[config.mk]
export PLATFORM = sky130hd
export DESIGN_NAME = sa_flow_control
export DESIGN_NICKNAME = d
export VERILOG_FILES = /design/src/include/sa_flow_pkg.sv /design/src/core/sa_count_tracker.sv /design/src/core/sa_flow_control.sv
export SDC_FILE = /design/constraint.sdc
export NUM_CORES = 2
export LEC_CHECK = 0
export ABC_AREA = 0
export BUFFER_PORTS_ARGS = -buffer_cell sky130_fd_sc_hd__buf_4
export CAP_MARGIN = 20
export CORE_ASPECT_RATIO = 1.4
export CORE_MARGIN = 4
export CORE_UTILIZATION = 60
export CTS_CLUSTER_DIAMETER = 100
export DETAILED_ROUTE_END_ITERATION = 10
export PLACE_DENSITY = 0.79
export SLEW_MARGIN = 20
export SYNTH_ARGS = -nofsm -noshare
export SYNTH_HDL_FRONTEND = slang
export SYNTH_SLANG_ARGS = --single-unit
export TNS_END_PERCENT = 5
[constraint.sdc]
create_clock -name ref_clk -period 5.5 [get_ports ref_clk]
set_input_delay 0.55 -clock ref_clk [delete_from_list [all_inputs] [get_ports ref_clk]]
set_output_delay 0.55 -clock ref_clk [all_outputs]
set_load 0.05 [all_outputs]
[src/include/sa_flow_pkg.sv]
package sa_flow_pkg;
    // ======================================================================
    // Register map (byte addresses)
    localparam logic [15:0] ACTION_BASE    = 16'h7000;
    localparam logic [15:0] ACTION_LAST    = 16'h70ff;
    localparam logic [15:0] ENABLE_LO_ADDR = 16'h6000;
    localparam logic [15:0] ENABLE_HI_ADDR = 16'h6004;
    localparam logic [15:0] CLEAR_LO_ADDR  = 16'h6008;
    localparam logic [15:0] CLEAR_HI_ADDR  = 16'h600c;
    localparam logic [15:0] SET_LO_ADDR    = 16'h6010;
    localparam logic [15:0] SET_HI_ADDR    = 16'h6014;
    localparam logic [15:0] OCCUPANCY_ADDR = 16'h6018;
    localparam logic [15:0] STAT_SA_BASE   = 16'h8000;
    localparam logic [15:0] STAT_VLAN_BASE = 16'hc000;
    localparam logic [15:0] STAT_GLOB_BASE = 16'hc400;
    localparam logic [15:0] STAT_END       = 16'hc7ff;
    localparam int          STAT_WIDTH     = 40;
    // ======================================================================
    // Sizes
    localparam int          ENTRY_COUNT    = 64;
    localparam int          CNT_WIDTH      = 6;
    // ======================================================================
    // Occupancy register fields
    localparam int          LOAD_DRAIN_BIT = 31;
    localparam int          OCC_LSB        = 8;
    localparam int          DRAIN_LSB      = 0;
    // ======================================================================
    // Action word fields
    localparam int          CONF_EN_BIT    = 31;
    localparam int          OFFSET_LSB     = 24;
    localparam int          CHECK_LSB      = 19;
    localparam int          SCB_BIT        = 20;
    localparam int          ES_BIT         = 19;
    localparam int          SCI_BIT        = 18;
    localparam int          IN_USE_BIT     = 17;
    localparam int          PROT_BIT       = 16;
    localparam int          DISCARD_LSB    = 6;
    localparam int          NONRES_BIT     = 4;
    localparam int          DEST_LSB       = 2;
    localparam int          CLASS_LSB      = 0;
    localparam logic [31:0] INGRESS_MASK   = 32'h7f1b00df;
    localparam logic [31:0] EGRESS_MASK    = 32'hff1f00df;
    localparam logic [31:0] ACTION_RESET   = 32'h00000000;
    localparam logic [6:0]  OFFSET_MAX     = 7'h40;
    // ======================================================================
    // Encodings
    localparam logic [1:0]  CLASS_PASS     = 2'h0;
    localparam logic [1:0]  CLASS_DISCARD  = 2'h1;
    localparam logic [1:0]  CLASS_INGRESS  = 2'h2;
    localparam logic [1:0]  CLASS_EGRESS   = 2'h3;
    localparam logic [1:0]  DISC_NONE      = 2'h3;
    localparam logic [1:0]  DEST_RESERVED  = 2'h1;
endpackage

[src/core/sa_count_tracker.sv]
`timescale 1ns/1ps
`default_nettype none
module sa_count_tracker
    import sa_flow_pkg::*;
(
    // Clock and reset
    input  wire logic                 ref_clk,
    input  wire logic                 rst,
    // Events
    input  wire logic                 pkt_enter,
    input  wire logic                 pkt_done,
    input  wire logic                 drain_load,
    // Counts
    output logic     [CNT_WIDTH-1:0]  occupancy,
    output logic     [CNT_WIDTH-1:0]  drain
);
    logic [CNT_WIDTH-1:0] next_occupancy;
    logic [CNT_WIDTH-1:0] next_drain;
    logic [CNT_WIDTH-1:0] occ_after_done;

    always_comb begin
        next_occupancy = occupancy;
        if (pkt_enter && !pkt_done) begin
            next_occupancy = occupancy + 6'h01;
        end else if (pkt_done && !pkt_enter && occupancy != 6'h00) begin
            next_occupancy = occupancy - 6'h01;
        end
        // Completion in the load cycle would otherwise stay counted in drain
        occ_after_done = (pkt_done && occupancy != 6'h00) ? occupancy - 6'h01 : occupancy;
        next_drain = drain;
        if (drain_load) begin
            next_drain = occ_after_done;
        end else if (pkt_done && drain != 6'h00) begin
            next_drain = drain - 6'h01;
        end
    end

    always_ff @(posedge ref_clk or posedge rst) begin
        if (rst) begin
            occupancy <= 6'h00;
            drain     <= 6'h00;
        end else begin
            occupancy <= next_occupancy;
            drain     <= next_drain;
        end
    end

    chk_drain_floor: assert property (@(posedge ref_clk) disable iff (rst)
        (drain == 6'h00 && !drain_load) |=> drain == 6'h00)
        else $error("drain counter went below zero");
    chk_occ_balance: assert property (@(posedge ref_clk) disable iff (rst)
        (pkt_enter && pkt_done) |=> occupancy == $past(occupancy))
        else $error("occupancy moved on balanced cycle");
    chk_occ_inc: assert property (@(posedge ref_clk) disable iff (rst)
        (pkt_enter && !pkt_done) |=> occupancy == $past(occupancy) + 6'h01)
        else $error("occupancy did not increment");
endmodule
`default_nettype wire

[src/core/sa_flow_control.sv]
// The implementer's own choice: the plain strobed port.
`timescale 1ns/1ps
`default_nettype none
module sa_flow_control
    import sa_flow_pkg::*;
#(
    parameter bit EGRESS      = 1'b0,
    parameter bit EGRESS_ONLY = 1'b0
)(
    // Clock and reset
    input  wire logic                 ref_clk,
    input  wire logic                 rst,
    // Register port
    input  wire logic [15:0]          reg_addr,
    input  wire logic [31:0]          reg_wdata,
    input  wire logic                 reg_wr,
    input  wire logic                 reg_rd,
    output logic      [31:0]          reg_rdata,
    // Pipeline events
    input  wire logic                 pkt_enter,
    input  wire logic                 pkt_done,
    input  wire logic                 global_bypass,
    // Lookup
    input  wire logic                 lookup_valid,
    input  wire logic [5:0]           lookup_index,
    input  wire logic                 lookup_from_reserved,
    // Decoded action
    output logic                      act_valid,
    output logic      [1:0]           act_class,
    output logic      [1:0]           act_dest,
    output logic      [1:0]           act_discard,
    output logic                      act_do_discard,
    output logic      [6:0]           act_offset,
    output logic      [1:0]           act_check,
    output logic                      act_replay,
    output logic                      act_conf,
    output logic                      act_scb,
    output logic                      end_station_flag,
    output logic                      act_sci,
    output logic                      act_protect,
    output logic                      key_slot_active,
    // Entry state
    output logic      [63:0]          entry_enable,
    output logic                      stat_sel
);
    // ======================================================================
    // Storage
    // One array per instance; ingress and egress share offsets
    logic [31:0]          action_mem [ENTRY_COUNT];
    logic [63:0]          next_entry_enable;
    logic [31:0]          next_rdata;
    logic                 next_stat_sel;
    logic                 drain_load;
    logic [CNT_WIDTH-1:0] occupancy;
    logic [CNT_WIDTH-1:0] drain;
    logic                 wr_action;
    logic [5:0]           wr_index;
    logic [31:0]          word_mask;
    logic [31:0]          wr_word;
    logic [31:0]          lk;
    logic [1:0]           eff_class;

    // ======================================================================
    // Write decode
    always_comb begin
        wr_action = reg_wr && reg_addr >= ACTION_BASE && reg_addr <= ACTION_LAST
                    && reg_addr[1:0] == 2'h0;
        wr_index  = reg_addr[7:2];
        word_mask = EGRESS ? EGRESS_MASK : INGRESS_MASK;
        if (EGRESS_ONLY) begin
            word_mask[NONRES_BIT] = 1'b0;
        end
        wr_word = reg_wdata & word_mask;
        // Out-of-range offsets are kept as written; software owns that limit
    end

    always_ff @(posedge ref_clk) begin
        if (wr_action) begin
            action_mem[wr_index] <= wr_word;
        end
    end

    // ======================================================================
    // Entry enables
    always_comb begin
        next_entry_enable = entry_enable;
        if (reg_wr) begin
            unique case (reg_addr)
                ENABLE_LO_ADDR: next_entry_enable[31:0]  = reg_wdata;
                ENABLE_HI_ADDR: next_entry_enable[63:32] = reg_wdata;
                SET_LO_ADDR:    next_entry_enable[31:0]  = entry_enable[31:0] | reg_wdata;
                SET_HI_ADDR:    next_entry_enable[63:32] = entry_enable[63:32] | reg_wdata;
                CLEAR_LO_ADDR:  next_entry_enable[31:0]  = entry_enable[31:0] & ~reg_wdata;
                CLEAR_HI_ADDR:  next_entry_enable[63:32] = entry_enable[63:32] & ~reg_wdata;
                default:        next_entry_enable = entry_enable;
            endcase
        end
        drain_load = |(entry_enable & ~next_entry_enable);
        if (reg_wr && reg_addr == OCCUPANCY_ADDR && reg_wdata[LOAD_DRAIN_BIT]) begin
            drain_load = 1'b1;
        end
    end

    always_ff @(posedge ref_clk or posedge rst) begin
        if (rst) begin
            entry_enable <= 64'h0;
        end else begin
            entry_enable <= next_entry_enable;
        end
    end

    sa_count_tracker u_tracker (
        .ref_clk    (ref_clk),
        .rst        (rst),
        .pkt_enter  (pkt_enter),
        .pkt_done   (pkt_done),
        .drain_load (drain_load),
        .occupancy  (occupancy),
        .drain      (drain)
    );

    // ======================================================================
    // Read path
    always_comb begin
        next_rdata    = 32'h0;
        next_stat_sel = 1'b0;
        if (reg_rd) begin
            if (reg_addr >= ACTION_BASE && reg_addr <= ACTION_LAST) begin
                next_rdata = action_mem[reg_addr[7:2]];
            end else if (reg_addr >= STAT_SA_BASE && reg_addr <= STAT_END) begin
                // Counter memory lives elsewhere; flag the region for it
                next_stat_sel = 1'b1;
            end else begin
                unique case (reg_addr)
                    ENABLE_LO_ADDR: next_rdata = entry_enable[31:0];
                    ENABLE_HI_ADDR: next_rdata = entry_enable[63:32];
                    OCCUPANCY_ADDR: next_rdata = {18'h0, occupancy, 2'h0, drain};
                    default:        next_rdata = 32'h0;
                endcase
            end
        end
    end

    always_ff @(posedge ref_clk or posedge rst) begin
        if (rst) begin
            reg_rdata <= 32'h0;
            stat_sel  <= 1'b0;
        end else begin
            reg_rdata <= next_rdata;
            stat_sel  <= next_stat_sel;
        end
    end

    // ======================================================================
    // Action decode
    always_comb begin
        lk        = action_mem[lookup_index];
        // Stored class untouched; only the decode is overruled
        eff_class = global_bypass ? CLASS_PASS : lk[CLASS_LSB +: 2];
    end

    always_ff @(posedge ref_clk or posedge rst) begin
        if (rst) begin
            act_valid        <= 1'b0;
            act_class        <= CLASS_PASS;
            act_dest         <= 2'h0;
            act_discard      <= 2'h0;
            act_do_discard   <= 1'b0;
            act_offset       <= 7'h0;
            act_check        <= 2'h0;
            act_replay       <= 1'b0;
            act_conf         <= 1'b0;
            act_scb          <= 1'b0;
            end_station_flag <= 1'b0;
            act_sci          <= 1'b0;
            act_protect      <= 1'b0;
            key_slot_active  <= 1'b0;
        end else begin
            act_valid        <= lookup_valid;
            act_class        <= eff_class;
            act_dest         <= lk[DEST_LSB +: 2];
            act_discard      <= lk[DISCARD_LSB +: 2];
            act_do_discard   <= lookup_valid && lk[DISCARD_LSB +: 2] != DISC_NONE
                                && (eff_class == CLASS_DISCARD
                                    || (lk[NONRES_BIT] && !lookup_from_reserved));
            act_offset       <= lk[OFFSET_LSB +: 7];
            act_check        <= (!EGRESS && eff_class == CLASS_INGRESS) ? lk[CHECK_LSB +: 2] : 2'h0;
            act_replay       <= !EGRESS && eff_class == CLASS_INGRESS && lk[PROT_BIT];
            act_conf         <= EGRESS && eff_class == CLASS_EGRESS && lk[CONF_EN_BIT];
            act_scb          <= EGRESS && eff_class == CLASS_EGRESS && lk[SCB_BIT];
            end_station_flag <= EGRESS && eff_class == CLASS_EGRESS && lk[ES_BIT];
            act_sci          <= EGRESS && eff_class == CLASS_EGRESS && lk[SCI_BIT];
            act_protect      <= EGRESS && eff_class == CLASS_EGRESS && lk[PROT_BIT];
            key_slot_active  <= lk[IN_USE_BIT];
        end
    end

    // ======================================================================
    // Checks
    chk_bypass_class: assert property (@(posedge ref_clk) disable iff (rst)
        global_bypass |=> act_class == CLASS_PASS)
        else $error("bypass not forced");
    chk_clear_load: assert property (@(posedge ref_clk) disable iff (rst)
        (reg_wr && reg_addr == CLEAR_LO_ADDR && |(reg_wdata & entry_enable[31:0])) |-> drain_load)
        else $error("clear did not load drain");
    chk_load_drain: assert property (@(posedge ref_clk) disable iff (rst)
        (drain_load && !pkt_done) |=> drain == $past(occupancy))
        else $error("drain not loaded from occupancy");
    chk_replay_gate: assert property (@(posedge ref_clk) disable iff (rst)
        (eff_class != CLASS_INGRESS) |=> !act_replay)
        else $error("replay outside ingress");
    chk_prot_gate: assert property (@(posedge ref_clk) disable iff (rst)
        (eff_class != CLASS_EGRESS) |=> !act_protect && !act_conf)
        else $error("protect outside egress");
    chk_read_occ: assert property (@(posedge ref_clk) disable iff (rst)
        (reg_rd && reg_addr == OCCUPANCY_ADDR) |=> reg_rdata[13:8] == $past(occupancy))
        else $error("occupancy read wrong");
endmodule
`default_nettype wire

==> results.md <==
- Setup Crit Path Kind: in -> reg
- Total length of routed wires: 192,200 um
- Final worst setup slack: 1.835 ns
- Total clock buffers created by CTS: 116
- Critical path's slowest cell: sky130_fd_sc_hd__o21ai_0
- Post-layout minimum cycle time: 3.665 ns
- Crit Path Max Fanout: 26
- Clock network latency to the later pin of the worst-skew pair: 0.75 ns
- Bufs on Longest Clock Path: 3
- Path class of the lowest-slack min-delay path: in -> reg
- Combinational family with the most area after synthesis: multiplexers
- Most used flip-flop cell after synthesis: sky130_fd_sc_hd__edfxtp_1
- Largest net degree at the start of global routing: 134
- XOR/XNOR share of the synthesized area: 0.002916
- Area fraction in compound gates after synthesis: 0.04064
- Vias after detailed routing: 36,427
- Max Cap Violations: 0
- Post-CTS clock slew at the launch and capture registers of the worst setup and hold paths: 0.07 ns
- Via density: 7.834
- Wire length per cell after detailed routing: 41.34 um
- Total setup violations reported at the end of the flow: 0
- Critical path startpoint category: input port
- M3 GR Usage: 0.1008
- Final HPWL DP: 115,400 um
- DRC marker count from the first detailed-route iteration: 6,153
- Global route hottest layer: met2
- Clock root buffer: sky130_fd_sc_hd__clkbuf_16
- Count of cells along the worst hold path: 2
- First-pass iteration count of the detailed router: 7
- Library cell occupying the most area in the post-synthesis netlist: sky130_fd_sc_hd__edfxtp_1
- IR drop worst, VDD: 0.2602 mV
- RR Endpoint: u_tracker.drain[5]$_DFFE_PP0P_
- Fraction of met1 tracks used by global routing: 0.4579
- Hold Violations, Final: 0
- Post-CTS resize count: 0
- Kind of end point of the critical path: flop
- Standby leakage power: 21.45 nW
- CP most frequent cell: sky130_fd_sc_hd__buf_4
- CP arrival: 4.35 ns
- Count of unresolved DRC violations after routing: 0
- Worst relative slew slack: 0.2629
- Hold worst-path end: entry_enable[46]$_DFF_PP0_
- Synth top area cells: sky130_fd_sc_hd__edfxtp_1 58%, sky130_fd_sc_hd__mux4_2 27%, sky130_fd_sc_hd__dfrtp_1 5.3%
- Number of H-tree levels: 3
- R2R depth: 8
- Slew at the pin with the worst max-slew slack: 1.094 ns
- R2R setup slack: 2.08 ns
- Status: completed
- Starting Density: 0.6032
- Nets: 3,292
- Number of clock sinks: 1,280
- Multiplexer area fraction after synthesis: 0.2782
- Synthesized-area fraction occupied by and/or/nand/nor cells: 0.02587
- Max frequency: 272.8 MHz
- Antenna Nets Post-Route: 0
- Seq/Total Area, Yosys: 0.6292
- CTS tree: built
- Post-route setup TNS: 0 ns
- Yosys top cell area share: 0.5759
- Worst setup timing slack at the placement stage: 1.219 ns
- First-pass GRT wire length: 275,400 um
- Number of synthesized flops with an enable pin: 1,152
- Count of buffers from port buffering: 178
- Global placement routability congestion: 0.9679
- Total global routing overflow: 0
- Antenna violations before repair: 13
- Startpoint of the worst register-to-register path: entry_enable[43]$_DFF_PP0_
- Count of hold-fix buffers inserted at cts: 4
- Arithmetic-cell share of the synthesized area counting full adders, half adders and majority gates: 0.001041
- Total setup buffers inserted after CTS: 0
- Total number of placement rows: 137
- Cell-by-cell listing of the critical path: buf_4, nor4_1, nand3_2, nor3_4, buf_4, a22oi_1, o21ai_0, o21a_1
- Cell count after synthesis: 3,079
- DIE HEIGHT: 382.4 um
- Met2 Resource Use GR: 0.5863
- Warnings from Yosys: 0
- Syn Area/Cell: 19.51 um2
- Aggregate global-route resource usage: 0.3726
- Cell Pwr Density: 314.4 nW/um2
- Share of layout cells above drive strength 1: 0.3836
- Critical path's largest stage delay: 0.89 ns
- Via count of the first global-routing pass: 37,606
- Yosys cell types: 74
- RSZ-0062 raised after global routing: false
- Hold Startpoint: reg_wdata[14]
- Layout Skew: 0.03562 ns
- Chip Width: 275.4 um
- Core ar.: 99,590 um2
- Req. time, crit path: 6.19 ns
- Post-Syn Area: 60,070 um2
- Flop and latch count out of synthesis: 1,280
- Number of primary I/O pins: 184
- Period utilization: 0.6664
- Area overhead of the layout relative to synthesis: 11.57%
- Max-slew violations: 0
- Share of async-settable or async-resettable flops after synthesis: 0.1000
- Full die area: 105,300 um2
- Post-Route Utilization: 0.6730
[Yosys cell counts (3+ instances only)]
cell / number
sky130_fd_sc_hd__buf_2: 64
sky130_fd_sc_hd__clkbuf_8: 5
sky130_fd_sc_hd__o21a_1: 18
sky130_fd_sc_hd__a221oi_1: 14
sky130_fd_sc_hd__a2111oi_2: 3
sky130_fd_sc_hd__a32oi_1: 12
sky130_fd_sc_hd__o22ai_1: 5
sky130_fd_sc_hd__buf_4: 10
sky130_fd_sc_hd__mux2i_1: 33
sky130_fd_sc_hd__nand2_1: 123
sky130_fd_sc_hd__ha_1: 5
sky130_fd_sc_hd__a31oi_1: 10
sky130_fd_sc_hd__o21ai_0: 103
sky130_fd_sc_hd__mux4_2: 727
sky130_fd_sc_hd__nor3_1: 13
sky130_fd_sc_hd__clkbuf_1: 132
sky130_fd_sc_hd__clkbuf_2: 4
sky130_fd_sc_hd__xor2_1: 5
sky130_fd_sc_hd__buf_6: 5
sky130_fd_sc_hd__nand4_1: 4
sky130_fd_sc_hd__nor2_1: 124
sky130_fd_sc_hd__xnor2_1: 15
sky130_fd_sc_hd__dfrtp_1: 128
sky130_fd_sc_hd__nand3b_1: 5
sky130_fd_sc_hd__a22oi_1: 36
sky130_fd_sc_hd__inv_1: 33
sky130_fd_sc_hd__a211oi_1: 24
sky130_fd_sc_hd__nand2b_1: 7
sky130_fd_sc_hd__a21oi_1: 106
sky130_fd_sc_hd__a222oi_1: 16
sky130_fd_sc_hd__nor2b_1: 10
sky130_fd_sc_hd__a22o_1: 11
sky130_fd_sc_hd__and3_1: 9
sky130_fd_sc_hd__buf_1: 33
sky130_fd_sc_hd__or4_1: 3
sky130_fd_sc_hd__edfxtp_1: 1152
sky130_fd_sc_hd__nand3_1: 26
[worst max path at each step]
| stage | from | to | slack, ns | cells past startpoint |
|---|---|---|---|---|
| final | reg_addr[5] | reg_rdata[20]$_DFF_PP0_ | 1.83 | 8 |
| after CTS | reg_addr[2] | reg_rdata[20]$_DFF_PP0_ | 2.02 | 9 |
| after global placement | reg_addr[2] | reg_rdata[20]$_DFF_PP0_ | 1.20 | 9 |
| after detailed placement | reg_addr[2] | reg_rdata[20]$_DFF_PP0_ | 1.22 | 9 |
| after global routing | reg_addr[7] | reg_rdata[20]$_DFF_PP0_ | 1.77 | 8 |
| after floorplan | rst | act_check[0]$_DFF_PP0_ | 1.54 | 1 |
[state kept, by name, indices dropped and copies added, names as in the netlist, 6 cells and up]
name / count
entry_enable: 64
u_tracker.occupancy: 6
u_tracker.drain: 6
action_mem: 1152
reg_rdata: 32
act_offset: 7
[metal layers]
| metal | vias to the layer above | wire length (um) |
|---|---|---|
| li1 | 13494 | - |
| met1 | 18696 | 57280 |
| met2 | 3361 | 92650 |
| met3 | 870 | 26030 |
| met4 | 6 | 16250 |
| met5 | - | 44 |
[kinds of logic after synthesis]
logic type	count (synthesis)
XOR/XNOR	20
flip-flops	1280
adder cells (fa/ha/maj)	5
AND/OR/NAND/NOR	344
AO/OA/AOI/OAI	379
buffers and inverters	289
other	1
multiplexers	761
[worst max-delay path, delay by kind of cell]
| family | cells | cell delay (ns) |
|---|---|---|
| AO/OA/AOI/OAI | 3 | 1.31 |
| buffers and inverters | 2 | 0.75 |
| AND/OR/NAND/NOR | 3 | 1.69 |
[layout make-up]
| cell class | count | area [um2] |
|---|---|---|
| fill | 6026 | 32570 |
| tap | 1320 | 1652 |
| clock inverter | 90 | 953.4 |
| sequential | 1280 | 37800 |
| timing repair buffer | 277 | 2261 |
| inverter | 35 | 141.4 |
| multi-input combinational | 1514 | 21240 |
| clock buffer | 128 | 2969 |
| antenna | 6 | 15.01 |
[per-stage QoR]
step	power (W)	std cells	hold slack [ns]	instance area [um2]
after global placement	0.01272	4422	0.5223	63040
after global routing	0.02162	4646	0.05243	67010
after detailed placement	0.01277	4422	0.5260	63050
final	0.02107	4650	0.05110	67020
after floorplan	0.01212	3083	0.4948	60090
after CTS	0.02108	4644	0.01728	67010
[report_power, final]
part | internal, W | total (W) | switching [W]
clock | 0.00461 | 0.00847 | 0.00386
combinational | 0.000755 | 0.00184 | 0.00109
sequential | 0.0107 | 0.0108 | 0.000107
[placed cells by master, fill, tap and decap left out, types with 36 or more instances in the layout]
| master | n |
|---|---|
| sky130_fd_sc_hd__nor2_1 | 60 |
| sky130_fd_sc_hd__clkbuf_16 | 117 |
| sky130_fd_sc_hd__a22oi_1 | 36 |
| sky130_fd_sc_hd__nor2_2 | 47 |
| sky130_fd_sc_hd__nand2_1 | 123 |
| sky130_fd_sc_hd__edfxtp_1 | 1152 |
| sky130_fd_sc_hd__o21ai_0 | 101 |
| sky130_fd_sc_hd__a21oi_1 | 106 |
| sky130_fd_sc_hd__buf_4 | 257 |
| sky130_fd_sc_hd__mux4_2 | 727 |
| sky130_fd_sc_hd__dfrtp_1 | 128 |
Power figures use the tool's default switching activity.
